## src/synth_regs_pkg.sv

```systemverilog
`default_nettype none
package synth_regs_pkg;
	localparam int REG_AW = 7;
	localparam int REG_DW = 24;
	localparam logic [6:0] MODES_ADDR = 7'h17;
	localparam logic [6:0] BIAS_ADDR = 7'h18;
	localparam logic [6:0] CAL_ADDR = 7'h19;
	localparam logic [6:0] SEED_ADDR = 7'h1a;
	localparam logic [23:0] MODES_RESET = 24'h0001ab;
	localparam logic [23:0] BIAS_RESET = 24'h0054c1;
	localparam logic [23:0] CAL_RESET = 24'h000aaa;
	localparam logic [23:0] CAL_REQUIRED = 24'h000ab2;
	localparam logic [23:0] SEED_RESET = 24'hb29d0b;
	localparam int SEED_W = 24;
	localparam int MODE_MASTER = 0;
	localparam int MODE_VCO = 1;
	localparam int MODE_EXT_BUF = 2;
	localparam int MODE_PLL_BUF = 3;
	localparam int MODE_PRI_BUF = 4;
	localparam int MODE_SEC_BUF = 5;
	localparam int MODE_EXT_IN = 6;
	localparam int MODE_MUTE = 7;
	localparam int MODE_PRI_SE = 8;
	localparam int MODE_SEC_SE = 9;
	localparam int MODE_PUMP_SEL = 11;
	localparam int BIAS_LSB = 19;
	localparam int BIAS_W = 2;

	typedef struct packed {
		logic wr;
		logic rd;
		logic [6:0] addr;
		logic [23:0] wdata;
	} reg_req_s;

	typedef struct packed {
		logic master_en;
		logic vco_en;
		logic ext_buf_en;
		logic pll_buf_en;
		logic pri_pos_en;
		logic pri_neg_en;
		logic sec_pos_en;
		logic sec_neg_en;
		logic ext_in_en;
		logic first_pump_en;
		logic second_pump_en;
		logic [1:0] ext_bias;
	} path_ctrl_s;

	typedef struct packed {
		logic [23:0] seed;
		logic load;
	} phase_cmd_s;
endpackage
`default_nettype wire

```

## src/phase_seed_loader.sv

```systemverilog
`default_nettype none
module phase_seed_loader #(
	parameter int SEED_W = 24
) (
	input wire logic clk_in,
	input wire logic nrst_in,
	input wire logic [SEED_W-1:0] seed_in,
	input wire logic automatic_seed_in,
	input wire logic freq_change_in,
	input wire logic start_in,
	output logic [SEED_W-1:0] phase_out,
	output logic load_out
);
	typedef struct packed {
		logic [SEED_W-1:0] phase;
		logic load;
	} st_s;
	st_s q, d;

	always_comb
	begin
		d = q;
		d.load = 1'b0;
		// Phase word is seed/2^SEED_W of a full turn
		if (start_in || (!automatic_seed_in && freq_change_in))
		begin
			d.phase = seed_in;
			d.load = 1'b1;
		end
	end

	always_ff @(posedge clk_in)
	begin
		if (!nrst_in)
			q <= '0;
		else
			q <= d;
	end

	assign phase_out = q.phase;
	assign load_out = q.load;
endmodule
`default_nettype wire

```

## src/synth_mode_bias_seed_regs.sv

```systemverilog
// What this block does
// Modes bit 0 plus power pin gate VCO
// Modes bit 2 enables external VCO buffer
// Modes bit 3 enables PLL buffer
// Modes bit 4 enables primary output buffer
// Modes bit 5 enables secondary output buffer
// Modes bit 6 enables external VCO input
// Modes bit 7 mutes outputs until lock
// Modes bit 8 primary single-ended on negative pin
// Modes bit 9 secondary single-ended on negative pin
// Modes bit 11 routes pump to second output
// Modes register resets to 1ab
// Bias bits 20:19 set external buffer bias
// Bias register resets to 54c1
// Software programs calibration to ab2
// Seed register holds 24-bit reset b29d0b seed
// Phase equals two pi times seed/2^24
// Automatic seed: seed sets start phase
// Manual seed: seed reapplied each frequency change
// Software preserves reserved fields on writes
`default_nettype none
module synth_mode_bias_seed_regs (
	input wire logic clk_in,
	input wire logic nrst_in,
	input wire logic reg_wr_in,
	input wire logic reg_rd_in,
	input wire logic [6:0] reg_addr_in,
	input wire logic [23:0] reg_wdata_in,
	input wire logic power_gate_in,
	input wire logic pll_lock_in,
	input wire logic automatic_seed_in,
	input wire logic freq_change_in,
	output logic [23:0] reg_rdata_out,
	output logic reg_rvalid_out,
	output logic master_en_out,
	output logic vco_en_out,
	output logic ext_buf_en_out,
	output logic pll_buf_en_out,
	output logic primary_pos_pin_en_out,
	output logic primary_neg_pin_en_out,
	output logic secondary_pos_pin_en_out,
	output logic secondary_neg_pin_en_out,
	output logic ext_in_en_out,
	output logic first_pump_output_en_out,
	output logic second_pump_output_en_out,
	output logic [1:0] ext_bias_out,
	output logic [23:0] calibration_out,
	output logic cal_ok_out,
	output logic [23:0] phase_out,
	output logic phase_load_out
);
	////////////////////////////////////////////////////////////////////////
	typedef struct packed {
		logic [23:0] modes;
		logic [23:0] bias;
		logic [23:0] cal;
		logic [23:0] seed;
		logic [23:0] rdata;
		logic rvalid;
		synth_regs_pkg::path_ctrl_s ctrl;
		logic cal_ok;
		logic start;
		logic [1:0] pg_sync;
		logic [1:0] lock_sync;
		logic [1:0] fc_sync;
		logic [1:0] as_sync;
		logic fc_prev;
	} state_s;

	state_s q, d;
	synth_regs_pkg::reg_req_s req;
	logic [23:0] seed_phase;
	logic seed_load;
	logic pg_en;
	logic locked;
	logic fc_edge;

	assign req = '{wr: reg_wr_in, rd: reg_rd_in, addr: reg_addr_in, wdata: reg_wdata_in};

	typedef enum logic [2:0] {
		SEL_NONE = 3'h0,
		SEL_MODES = 3'h1,
		SEL_BIAS = 3'h2,
		SEL_CAL = 3'h3,
		SEL_SEED = 3'h4
	} reg_sel_e;

	////////////////////////////////////////////////////////////////////////
	// Address decode shared by the write side and the read side
	function automatic reg_sel_e reg_select(input logic [6:0] a);
		case (a)
			synth_regs_pkg::MODES_ADDR: reg_select = SEL_MODES;
			synth_regs_pkg::BIAS_ADDR: reg_select = SEL_BIAS;
			synth_regs_pkg::CAL_ADDR: reg_select = SEL_CAL;
			synth_regs_pkg::SEED_ADDR: reg_select = SEL_SEED;
			default: reg_select = SEL_NONE;
		endcase
	endfunction

	// Unmapped addresses read as zero
	function automatic logic [23:0] read_mux(input logic [6:0] a, input state_s s);
		case (reg_select(a))
			SEL_MODES:
			begin
				read_mux = s.modes;
			end
			SEL_BIAS:
			begin
				read_mux = s.bias;
			end
			SEL_CAL:
			begin
				read_mux = s.cal;
			end
			SEL_SEED:
			begin
				read_mux = s.seed;
			end
			default:
			begin
				read_mux = '0;
			end
		endcase
	endfunction

	// Start flag is set so the loader takes the reset seed right after release
	function automatic state_s reset_state();
		state_s s;
		s = '0;
		s.modes = synth_regs_pkg::MODES_RESET;
		s.bias = synth_regs_pkg::BIAS_RESET;
		s.cal = synth_regs_pkg::CAL_RESET;
		s.seed = synth_regs_pkg::SEED_RESET;
		s.start = 1'b1;
		return s;
	endfunction

	// One step of a two-stage pin synchroniser
	function automatic logic [1:0] sync_step(input logic [1:0] s, input logic pin);
		return {s[0], pin};
	endfunction

	// Full-word write; unmapped addresses change nothing.
	// Reserved bits are stored as written, so software must keep them.
	function automatic state_s write_word(input state_s s, input synth_regs_pkg::reg_req_s r);
		state_s w;
		w = s;
		case (reg_select(r.addr))
			SEL_MODES:
			begin
				w.modes = r.wdata;
			end
			SEL_BIAS:
			begin
				w.bias = r.wdata;
			end
			SEL_CAL:
			begin
				// Stored as written; a wrong trim is only flagged
				w.cal = r.wdata;
			end
			SEL_SEED:
			begin
				w.seed = r.wdata;
				// A new seed is always applied once as start phase
				w.start = 1'b1;
			end
			default:
			begin
				w.start = 1'b0;
			end
		endcase
		return w;
	endfunction

	// Negative pin follows the buffer; positive pin drops out when single-ended
	function automatic logic [1:0] pin_pair(
		input logic buf_en,
		input logic single_ended,
		input logic muted
	);
		logic neg;
		logic pos;
		neg = buf_en & ~muted;
		pos = neg & ~single_ended;
		return {pos, neg};
	endfunction

	// Mute gates only the output pins; the rest of the path stays up
	function automatic synth_regs_pkg::path_ctrl_s decode_paths(
		input logic [23:0] modes,
		input logic [23:0] bias,
		input logic pg,
		input logic lock
	);
		synth_regs_pkg::path_ctrl_s c;
		logic muted;
		logic [1:0] pri;
		logic [1:0] sec;
		c = '0;
		muted = modes[synth_regs_pkg::MODE_MUTE] & ~lock;
		pri = pin_pair(modes[synth_regs_pkg::MODE_PRI_BUF],
			modes[synth_regs_pkg::MODE_PRI_SE], muted);
		sec = pin_pair(modes[synth_regs_pkg::MODE_SEC_BUF],
			modes[synth_regs_pkg::MODE_SEC_SE], muted);
		c.master_en = modes[synth_regs_pkg::MODE_MASTER] & pg;
		c.vco_en = c.master_en & modes[synth_regs_pkg::MODE_VCO];
		c.ext_buf_en = modes[synth_regs_pkg::MODE_EXT_BUF];
		c.pll_buf_en = modes[synth_regs_pkg::MODE_PLL_BUF];
		c.ext_in_en = modes[synth_regs_pkg::MODE_EXT_IN];
		c.pri_pos_en = pri[1];
		c.pri_neg_en = pri[0];
		c.sec_pos_en = sec[1];
		c.sec_neg_en = sec[0];
		c.first_pump_en = ~modes[synth_regs_pkg::MODE_PUMP_SEL];
		c.second_pump_en = modes[synth_regs_pkg::MODE_PUMP_SEL];
		c.ext_bias = bias[synth_regs_pkg::BIAS_LSB +: synth_regs_pkg::BIAS_W];
		return c;
	endfunction

	////////////////////////////////////////////////////////////////////////
	always_comb
	begin
		d = q;
		// Pins cross in from outside; only the second stage is read
		d.pg_sync = sync_step(q.pg_sync, power_gate_in);
		d.lock_sync = sync_step(q.lock_sync, pll_lock_in);
		d.fc_sync = sync_step(q.fc_sync, freq_change_in);
		d.as_sync = sync_step(q.as_sync, automatic_seed_in);
		d.fc_prev = q.fc_sync[1];
		pg_en = q.pg_sync[1];
		locked = q.lock_sync[1];
		d.start = 1'b0;

		// A write and a read in one cycle return the old value
		if (req.wr)
		begin
			d = write_word(d, req);
		end

		d.rvalid = req.rd;
		d.rdata = req.rd ? read_mux(req.addr, q) : q.rdata;

		// Enables follow the stored words one cycle later
		d.ctrl = decode_paths(q.modes, q.bias, pg_en, locked);
		// Flag only; the register does not force the value
		d.cal_ok = (q.cal == synth_regs_pkg::CAL_REQUIRED);
	end

	assign fc_edge = q.fc_sync[1] & ~q.fc_prev;

	////////////////////////////////////////////////////////////////////////
	always_ff @(posedge clk_in)
	begin
		if (!nrst_in)
			q <= reset_state();
		else
			q <= d;
	end

	phase_seed_loader #(
		.SEED_W(synth_regs_pkg::SEED_W)
	) u_loader (
		.clk_in(clk_in),
		.nrst_in(nrst_in),
		.seed_in(q.seed),
		.automatic_seed_in(q.as_sync[1]),
		.freq_change_in(fc_edge),
		.start_in(q.start),
		.phase_out(seed_phase),
		.load_out(seed_load)
	);

	////////////////////////////////////////////////////////////////////////
	assign reg_rdata_out = q.rdata;
	assign reg_rvalid_out = q.rvalid;
	assign master_en_out = q.ctrl.master_en;
	assign vco_en_out = q.ctrl.vco_en;
	assign ext_buf_en_out = q.ctrl.ext_buf_en;
	assign pll_buf_en_out = q.ctrl.pll_buf_en;
	assign primary_pos_pin_en_out = q.ctrl.pri_pos_en;
	assign primary_neg_pin_en_out = q.ctrl.pri_neg_en;
	assign secondary_pos_pin_en_out = q.ctrl.sec_pos_en;
	assign secondary_neg_pin_en_out = q.ctrl.sec_neg_en;
	assign ext_in_en_out = q.ctrl.ext_in_en;
	assign first_pump_output_en_out = q.ctrl.first_pump_en;
	assign second_pump_output_en_out = q.ctrl.second_pump_en;
	assign ext_bias_out = q.ctrl.ext_bias;
	assign calibration_out = q.cal;
	assign cal_ok_out = q.cal_ok;
	assign phase_out = seed_phase;
	assign phase_load_out = seed_load;
endmodule
`default_nettype wire

```

## config.mk

```make
export PLATFORM = sky130hd
export DESIGN_NAME = synth_mode_bias_seed_regs
export DESIGN_NICKNAME = d
export VERILOG_FILES = /design/src/synth_regs_pkg.sv /design/src/phase_seed_loader.sv /design/src/synth_mode_bias_seed_regs.sv
export SDC_FILE = /design/constraint.sdc
export NUM_CORES = 1
export LEC_CHECK = 0
export BUFFER_PORTS_ARGS = -buffer_cell sky130_fd_sc_hd__buf_2
export CAP_MARGIN = 20
export CORE_MARGIN = 2
export CORE_UTILIZATION = 55
export CTS_CLUSTER_DIAMETER = 40
export DETAILED_ROUTE_END_ITERATION = 10
export GPL_TIMING_DRIVEN = 0
export PLACE_DENSITY = 0.79
export SLEW_MARGIN = 10
export SYNTH_ARGS = -nofsm -noshare
export SYNTH_HDL_FRONTEND = slang
export SYNTH_SLANG_ARGS = --single-unit
```

## constraint.sdc

```tcl
create_clock -name clk_in -period 1.4 [get_ports clk_in]
set_input_delay 0 -clock clk_in [delete_from_list [all_inputs] [get_ports clk_in]]
set_output_delay 0 -clock clk_in [all_outputs]
set_load 0.005 [all_outputs]
```

---- Word-level counts from Yosys, hierarchy flattened ----
Cells that the tools add are included.
word-level totals
  output and inout port bits .............. 88
  latch bits .............................. 0
  register bits ........................... 170
  bits in read-only memories .............. 0
  input bits .............................. 39
  memories ................................ 0
  RAM bits ................................ 0
  word-level logic and storage cells ...... 67
cells by class
  reductions and logical operators ........ 7
  multipliers ............................. 0
  add/subtract/negate cells ............... 0
  shift operators ......................... 0
  bitwise gates (word level) .............. 14
  divide/modulo/power cells ............... 0
  order comparisons ....................... 0
  equal/unequal tests ..................... 13
  mux-type cells .......................... 6
operators by type and width
  cell                  count
  $pmux 24 s4           1
  $eq 7x5->1 const B    4
  $eq 24x12->1 const B  1
  $eq 3x2->1 const B    4
  $pmux 3 s4            1
  $mux 10               1
  $and 1x1->1           8
  $reduce_and 2->1      4
  $eq 3x1->1 const B    2
  $eq 3x3->1 const B    2
  $not 1->1             6
  $mux 3                1
  $mux 1                2
  $logic_and 1x1->1     1
  $logic_not 1->1       1
  $logic_or 1x1->1      1

---- Logic depth before layout (Yosys ltp) ----
Gate-level depths: netlist (run 1).
  depth after elaboration ................. 6
  depth in mapped cells ................... 7
  mapped depth without buffers ............ 4

---- Modules after synthesis ----
From an unflattened synthesis (run 1), not the netlist that was laid out.
second synthesis, totals
  cell total of the unflattened synthesis .. 795
  area total of the unflattened synthesis .. 7103.1 um^2
by module, submodules not included
  module                     times used  area an instance (um^2)  seq. area each (um^2)  cells each
  synth_mode_bias_seed_regs  1           6098.3                   2902.8                 688
  phase_seed_loader          1           1004.7                   500.5                  107

---- Least setup slack after synthesis (run 1) ----
No wires, ideal clock.
  path kind ............................... reg2reg
  start point ............................. register q[0] (netlist bit)
  end point ............................... register u_loader.q, in the netlist u_loader.phase_out[3]
  required time ........................... 1.324 ns
  setup slack ............................. 0.207 ns
  path buffers ............................ 1
  stages on the path, launching flop included .. 6
  data arrival time ....................... 1.118 ns
  setup time .............................. 0.076 ns
  period minus slack after synthesis ...... 1.193 ns
  path through ............................ dfxtp_1 > nor2_1 > a21oi_1 > clkbuf_1 > nand2_1 > a21boi_0
on the way
  word-level cells in the longest chain between the ends .. 4
RTL lines
  element                 RTL line                          RTL
  from (decl)             synth_mode_bias_seed_regs.sv:70   state_s q, d;
  from (signal assigned)  synth_mode_bias_seed_regs.sv:256  q <= reset_state();
  $not 1->1               synth_mode_bias_seed_regs.sv:250  assign fc_edge = q.fc_sync[1] & ~q.fc_prev;
  $and 1x1->1             synth_mode_bias_seed_regs.sv:250
  $logic_and 1x1->1       phase_seed_loader.sv:25           if (start_in || (!automatic_seed_in && freq_change_in))
  $logic_or 1x1->1        phase_seed_loader.sv:25
  to (signal assigned)    phase_seed_loader.sv:35           q <= '0;
  to (signal assigned)    phase_seed_loader.sv:37           q <= d;
  to (decl)               phase_seed_loader.sv:18           st_s q, d;
No other way between the ends.
A chain may end at the register's enable or synchronous reset.

==> summary.txt, run 1 <==
Run status
  – Status: complete, no violations

Timing
  – Slew headroom: 57.0%
  – Min Tclk post-route: approximately 1300 ps
  – RSZ-0062 raised after global routing: true
  – Max Clk Rate: 0.749 GHz
  – Slew Limit Fails: 0
  – Clock skew: 6.75 ps
  – Final period util: 95.3%
  – Final setup vio count: 0
  – Slew @ Worst Pin: 645 ps
  – Sum of negative setup slack: 0 ps
  – Final hold vios: 0

Clock network
  – Clock root buffer master: clkbuf_16
  – Worst-Skew Late Latency: around 430 ps
  – CTS sink cnt: 170
  – CTS tree: yes
  – Clock Path Buffers: 2
  – Worst-path clk slew: approximately 60 ps
  – H-Tree Depth: 4
  – CTS buffer count: 17

Placement
  – Post-DP HPWL: between 10000 and 15000 um
  – Dpl cells: ~1000
  – IO Port Bufs: 125
  – GP Congestion: 0.926
  – Placed Area: 7530 um2

Min path
  – Hold WC Path Type: input port to flop

Pwr
  – Sw Pwr: roughly 2.2 mW
  – P_leak: 3.77 nW
  – Comb power frac: 5.9%
  – Switching share of power: a little over a fifth
  – Maximum VDD drop: roughly 0.8 mV
  – Clk pwr share: roughly 46%
  – Seq pwr share: between 40% and 50%
  – Int Power: 8.03 mW
  – Design Power: 10.2 mW
  – Pwr dens: approximately 1200 nW/um2

Drt
  – Total vias in the final route: about 6000
  – Drt wl/cell: between 15 and 20 um
  – WL final: 19600 um
  – DRT iter0 DRCs: 564
  – Drt via density: 5.63
  – Antenna Violating Nets Remaining: 0
  – Drc violations: 0
  – Pre-antenna DRT Iters: 5

GRT
  – First-pass GRT wire length: 29900 um
  – Vias in the first global route: 5464
  – Total track usage: between 30% and 40%
  – Grt ovf: 0
  – Pin count of the biggest net entering global routing: 17
  – Initial antenna violation count: 0

Critical path
  – Reg-to-reg slack, setup: 80 ps
  – Crit path cell chain: buf_2, dlygate4sd3_1, and2_1, and4_1, buf_2, buf_6, a22oi_1, o21ai_0
  – Worst path required time: between 1500 and 2000 ps
  – CP arrival: 1640 ps
  – CP bufs+invs: 4
  – Max stage delay on crit path: 550 ps
  – Kind of start point of the critical path: input port
  – Critical-path top delay cell: dlygate4sd3_1
  – CP Max Fanout: 10
  – Crit. End Element: flop
  – CP dominant cell by count: buf_2
  – WS Path Type: input port to flop
  – CP top delay family: buffers and inverters

Layout
  – Non-filler instance count after layout: 1092
  – Ant diodes: 0
  – Filler Cell Count: 931
  – Nets: about 970
  – Core Util, Final: between 70% and 80%
  – Share of cells above drive strength 1: 25.2%
  – P&R area growth vs syn: 26.0%
  – Final instance area: 8470 um2

Synth
  – Register area share after synthesis: 50.6%
  – Top_reg_cell synth: dfxtp_1
  – Top cell type's share of synthesized area: between 50% and 60%
  – Synth top cells by count: 170 x dfxtp_1, 159 x nand2_1, 66 x nand3_1, 64 x o21ai_0, 57 x buf_4
  – Post-synth EDFFs: 0
  – Cells after Synth: around 760
  – Yosys cell types: 33
  – Top cells by area, synth: dfxtp_1 51%, nand2_1 8.9%, buf_4 6.4%
  – Asr flop ratio synth: 0%
  – Synth Cell Area: 6720 um2
  – Synthesized flop and latch total: 170
  – Cell taking the most area after synthesis: dfxtp_1
  – Most numerous cell in the Yosys netlist: dfxtp_1
  – Syn_nets: approximately 800
  – Synth warnings: 0
  – Avg Inst Size Synth: just under 9 um2

Floorplan
  – DIE AREA: 13100 um2
  – Die Y-Extent: approximately 110 um
  – Core area: between 10000 and 15000 um2
  – Top-level port count: 127
  – Initial core utilization: 56.2%
  – Row count: 40
  – Die width: about 110 um

Job
  – Max Cap Violations: 0
repair_timing:
| item | in CTS | in global routing |
|---|---|---|
| gates resized for setup | 5 | 16 |
| hold buffers | 30 | 0 |
| setup endpoints to repair | 20 | 28 |
| setup buffers | 0 | 1 |
| endpoints found under the hold margin | 100 | 0 |
| pin swaps | 0 | 1 |
layer usage:
layer	vias to the layer above	routed length (um)	track usage, %
met3	35	1770	5.72
li1	2921	-	-
met2	321	8950	47.6
met5	-	0	0
met4	0	390	10.8
met1	2870	8450	41.2
power groups by stage:
stage	registers [mW]	logic [mW]	clock network (mW)
2_1_floorplan	5.03	0.264	0
3_3_place_gp	5.03	0.505	0
3_5_place_dp	5.03	0.510	0
4_1_cts	4.92	0.582	4.75
5_1_grt	4.93	0.649	4.97
6_report	4.92	0.607	4.72
logic make-up after synthesis:
logic type             count (synthesis)  synth area share (%)
buffers and inverters                113                  9.83
muxes                                 12                  1.79
and+or+nand+nor                      272                  18.7
DFF                                  170                  50.6
AOI/OAI and AO/OA                    191                  19.0
area by class of cell:
class                           instances  area [um2]  share of cell area (%)
Buffer                                110         669                    7.91
Clock buffer                           24         512                    6.04
Clock inverter                          7        87.6                    1.03
Inverter                                3        11.3                   0.133
Multi-Input combinational cell        475        2670                    31.5
Sequential cell                       170        3400                    40.2
Tap cell                              147         184                    2.17
Timing Repair Buffer                  156         933                    11.0
sequential cells by signal (all words and copies together), names as in the netlist, 2 cells and up:
name	count
u_loader.phase_out	24
reg_rdata_out	24
ext_bias_out	2
d	6
q	74
calibration_out	24
placed cells by master, fill, tap and decap left out, types with 2 or more instances in the layout:
master           n
clkbuf_8         6
dfxtp_1        170
clkinv_2         4
inv_1            3
nor2b_1          5
a21boi_0        36
clkbuf_16       17
o21ai_0         60
nand4_2          3
buf_1            4
nand3_1         66
bufinv_16        2
buf_2          138
a22oi_1         47
and4_1           2
and2_1          18
clkbuf_1        31
and3_1           2
clkbuf_4         2
nor3_1           4
clkbuf_2         3
o21ai_1         12
a22o_1          24
nand2_1        159
buf_4           56
a21boi_1         6
o211ai_1         2
nor4b_1          3
mux2i_1         12
buf_6            3
nor2_1           4
dlygate4sd3_1   30
final timing paths:
kind | startpoint | endpoint | cells after the start
setup reg to reg | q[0] | u_loader.phase_out[11] | 5
hold / removal | reg_addr_in[6] | calibration_out[3] | 5
hold reg to reg | q[5] | locked | 1
setup / recovery | nrst_in | reg_rdata_out[12] | 8
tightest hold or removal path: cells and delay by family:
| family | cells | cell delay [ps] |
|---|---|---|
| buf+inv | 1 | 100 |
| simple gates | 3 | 290 |
| mux | 1 | 90 |
through the flow:
stage | setup slack (ps) | hold WS (ps)
floorplan | 207 | 124
global placement | -266 | 204
detailed placement | -276 | 209
CTS | 28.9 | 70.1
global route | -49.0 | 106
finish | 65.8 | 86.1
Power figures use the tool's default switching activity.
==> run 2: changes to the inputs <==
--- a/config.mk
+++ b/config.mk
@@ -11,7 +11,6 @@
 export CORE_UTILIZATION = 55
 export CTS_CLUSTER_DIAMETER = 40
 export DETAILED_ROUTE_END_ITERATION = 10
-export GPL_TIMING_DRIVEN = 0
 export PLACE_DENSITY = 0.79
 export SLEW_MARGIN = 10
 export SYNTH_ARGS = -nofsm -noshare
==> constraint.sdc (replaced) <==
create_clock -name clk_in -period 1.27 [get_ports clk_in]
set_input_delay 0 -clock clk_in [delete_from_list [all_inputs] [get_ports clk_in]]
set_output_delay 0 -clock clk_in [all_outputs]
set_load 0.005 [all_outputs]
==> run 2 against run 1 <==
Against the previous run:
- sequential share of layout area rose by 1.9 points
- combinational power rose by 5.4%
- cell area fell by 4.5%
- clock power rose by 3%
- worst hold slack got worse by 47 ps
- first-iteration DRC count fell by 2.0%
- critical endpoint is now reg_rdata_out[16]
- via count fell by 4.0%
==> summary.txt, run 2 (synthesis gave the netlist of run 1 again) <==
GRT
  – Vias in the first global route: 5527 (+1.2%)
  – Grt ovf: 0 (unchanged)
  – GR Util met3: 7.52% (+1.8 points)
  – Top Usage Layer GRT: met2
  – First-pass GRT wire length: 28300 um (-5.2%)
  – Initial antenna violation count: 0 (unchanged)
  – Pin count of the biggest net entering global routing: 70 (+53)
  – Met2 Track Usage GR: 41.2% (-6.4 points)
  – Total track usage: 27.5% (-2.6 points)
  – M1 GR Usage: 38.2% (-3.0 points)

Critical path
  – Worst path required time: 1560 ps (-140 ps)
  – Critical-path top delay cell: dlygate4sd3_1
  – Reg-to-reg slack, setup: 40 ps (-40 ps)
  – Crit. End Element: flop
  – Max stage delay on crit path: 540 ps (about the same)
  – CP arrival: 1540 ps (-100 ps)
  – Kind of start point of the critical path: input port
  – CP Max Fanout: 14 (+4)
  – Crit path cell chain: dlygate4sd3_1, buf_2, and2_1, and4_1, buf_6, a22oi_1, o21ai_1
  – WS Path Type: input port to flop

Pwr
  – Maximum VDD drop: 0.777 mV (-2.9%)
  – Switching share of power: 22.6% (+0.99 points)
  – Pwr dens: 1350 nW/um2 (+12%)
  – Seq pwr share: 49.6% (+1.5 points)
  – P_leak: 3.49 nW (-7.4%)
  – Clk pwr share: 44.5% (-1.5 points)
  – Sw Pwr: 2.48 mW (+12%)
  – Int Power: 8.46 mW (+5.4%)
  – Comb power frac: 5.8% (about the same)

Layout
  – Share of cells above drive strength 1: 22.7% (-2.5 points)
  – Most common cell after layout, fill and taps aside: dfxtp_1
  – Largest register FFs: 74 (unchanged)
  – Filler Cell Count: 934 (+0.32%)
  – P&R area growth vs syn: 20.3%
  – Non-filler instance count after layout: 1012 (-7.3%)
  – Reg with most FFs: q
  – Nets: 892 (-8.2%)
  – Commonest non-fill, non-tap cells in the layout: 170 x dfxtp_1, 159 x nand2_1, 125 x buf_2, 66 x nand3_1, 61 x o21ai_0
  – Ant diodes: 0 (unchanged)

Min path
  – Hold WC Path Type: input port to flop

Drt
  – Antenna Violating Nets Remaining: 0 (unchanged)
  – Drt via density: 5.83 (+3.6%)
  – DRT iter0 DRCs: 553 (-2.0%)
  – Total vias in the final route: 5899 (-4.0%)
  – WL final: 18300 um (-6.4%)
  – Pre-antenna DRT Iters: 5 (unchanged)
  – Drc violations: 0 (unchanged)
  – Drt wl/cell: 18.1 um (+1.0%)

Clock network
  – Worst-path clk slew: 60 ps (about the same)
  – Worst-Skew Late Latency: 420 ps (about the same)
  – CTS sink cnt: 170 (unchanged)
  – H-Tree Depth: 4 (unchanged)
  – CTS buffer count: 17 (unchanged)
  – CTS tree: yes
  – Clock Path Buffers: 2 (unchanged)
  – Clock root buffer master: clkbuf_16

Job
  – Max Cap Violations: 0 (unchanged)

Timing
  – Sum of negative setup slack: 0 ps (unchanged)
  – Final setup vio count: 0 (unchanged)
  – Final period util: 98.0%
  – Clock skew: 8.59 ps (+1.84 ps)
  – Slew headroom: 63.1% (+6.2 points)
  – Slew Limit Fails: 0 (unchanged)
  – Slew @ Worst Pin: 553 ps (-92.3 ps)
  – Final hold vios: 0 (unchanged)
  – RSZ-0062 raised after global routing: true
  – Min Tclk post-route: 1250 ps
  – Max Clk Rate: 0.803 GHz

Placement
  – GP Congestion: 0.888 (-4.0%)
  – IO Port Bufs: 126 (+0.80%)
  – Post-DP HPWL: 12000 um (-13%)
  – Dpl cells: 951 (-7.7%)

Floorplan
  – Top-level port count: 127 (unchanged)
  – DIE AREA: 13100 um2 (unchanged)
  – Core area: 12000 um2 (unchanged)
  – Initial core utilization: 56.2% (unchanged)
  – Die width: 115 um (unchanged)
  – Row count: 40 (unchanged)
  – Die Y-Extent: 115 um (unchanged)

Run status
  – Status: complete, no violations
run 2: changes by cell type in the layout (fill, tap and decap cells not counted), moves of 3 or more:
cell        before  now
clkbuf_1        31    2
clkbuf_8         6    2
buf_4           56   23
buf_12           0    6
clkbuf_2         3    0
a22oi_1         47   43
buf_1            4    0
a22oi_2          1    5
clkinvlp_4       1    4
clkinv_4         0    3
buf_2          138  125
run 2: worst max-delay path, delay by kind of cell:
family / cells / cell delay [ps]
buffers and inverters: 3 / 840
AO/OA/AOI/OAI: 2 / 320
AND/OR/NAND/NOR: 2 / 380
run 2: routing by layer:
layer  vias to the layer above  wire [um]  part of all wire, %
met5                         -          0                    0
met4                         0        380                  2.1
met3                        34       1770                  9.7
met2                       300       8260                   45
met1                      2797       7910                   43
li1                       2768          -                    -
run 2: worst paths after layout:
path | start | to | depth (start not counted)
worst max-delay path | reg_rd_in | reg_rdata_out[16] | 7
worst max register to register | calibration_out[15] | cal_ok_out | 3
worst min register to register | q[1] | q[2] | 1
worst min-delay path | nrst_in | q[104] | 3
run 2: stage by stage:
| stage | cell area (um2) | power [mW] | utilization [%] | setup WS (ps) | hold WS [ps] |
|---|---|---|---|---|---|
| after floorplan | 6720 | 5.83 | - | 76.5 | 124 |
| after global placement | 7190 | 6.08 | 60.1 | -21.1 | 205 |
| after detailed placement | 7190 | 6.09 | 60.1 | -56.3 | 214 |
| after CTS | 8060 | 11.0 | 67.3 | 49.4 | 34.6 |
| after global routing | 8090 | 11.3 | 67.6 | -14.2 | 62.7 |
| final | 8090 | 10.9 | 67.6 | 24.8 | 39.1 |
run 2: what timing repair did:
| item | in CTS | in global routing |
|---|---|---|
| buffers inserted | 0 | 0 |
| gates resized for setup | 1 | 10 |
| setup endpoints to repair | 1 | 12 |
| hold buffers | 30 | 0 |
| endpoints found under the hold margin | 97 | 0 |
run 2: area by class of cell:
type	count	area (um2)	area share [%]
flip-flops and latches	170	3400	42.1
multi-input cells	475	2690	33.3
repair buffers	186	1240	15.3
clock inverters	10	96.3	1.19
inverters	3	11.3	0.139
clock buffers	21	460	5.69
well taps	147	184	2.27
run 2: power groups by stage:
stage                     Clock (mW)  Sequential (mW)  Combinational (mW)
after floorplan                    0             5.54               0.291
after global placement             0             5.54               0.537
after detailed placement           0             5.54               0.550
after CTS                       4.90             5.43               0.626
after global routing            5.14             5.43               0.690
final                           4.87             5.43               0.640
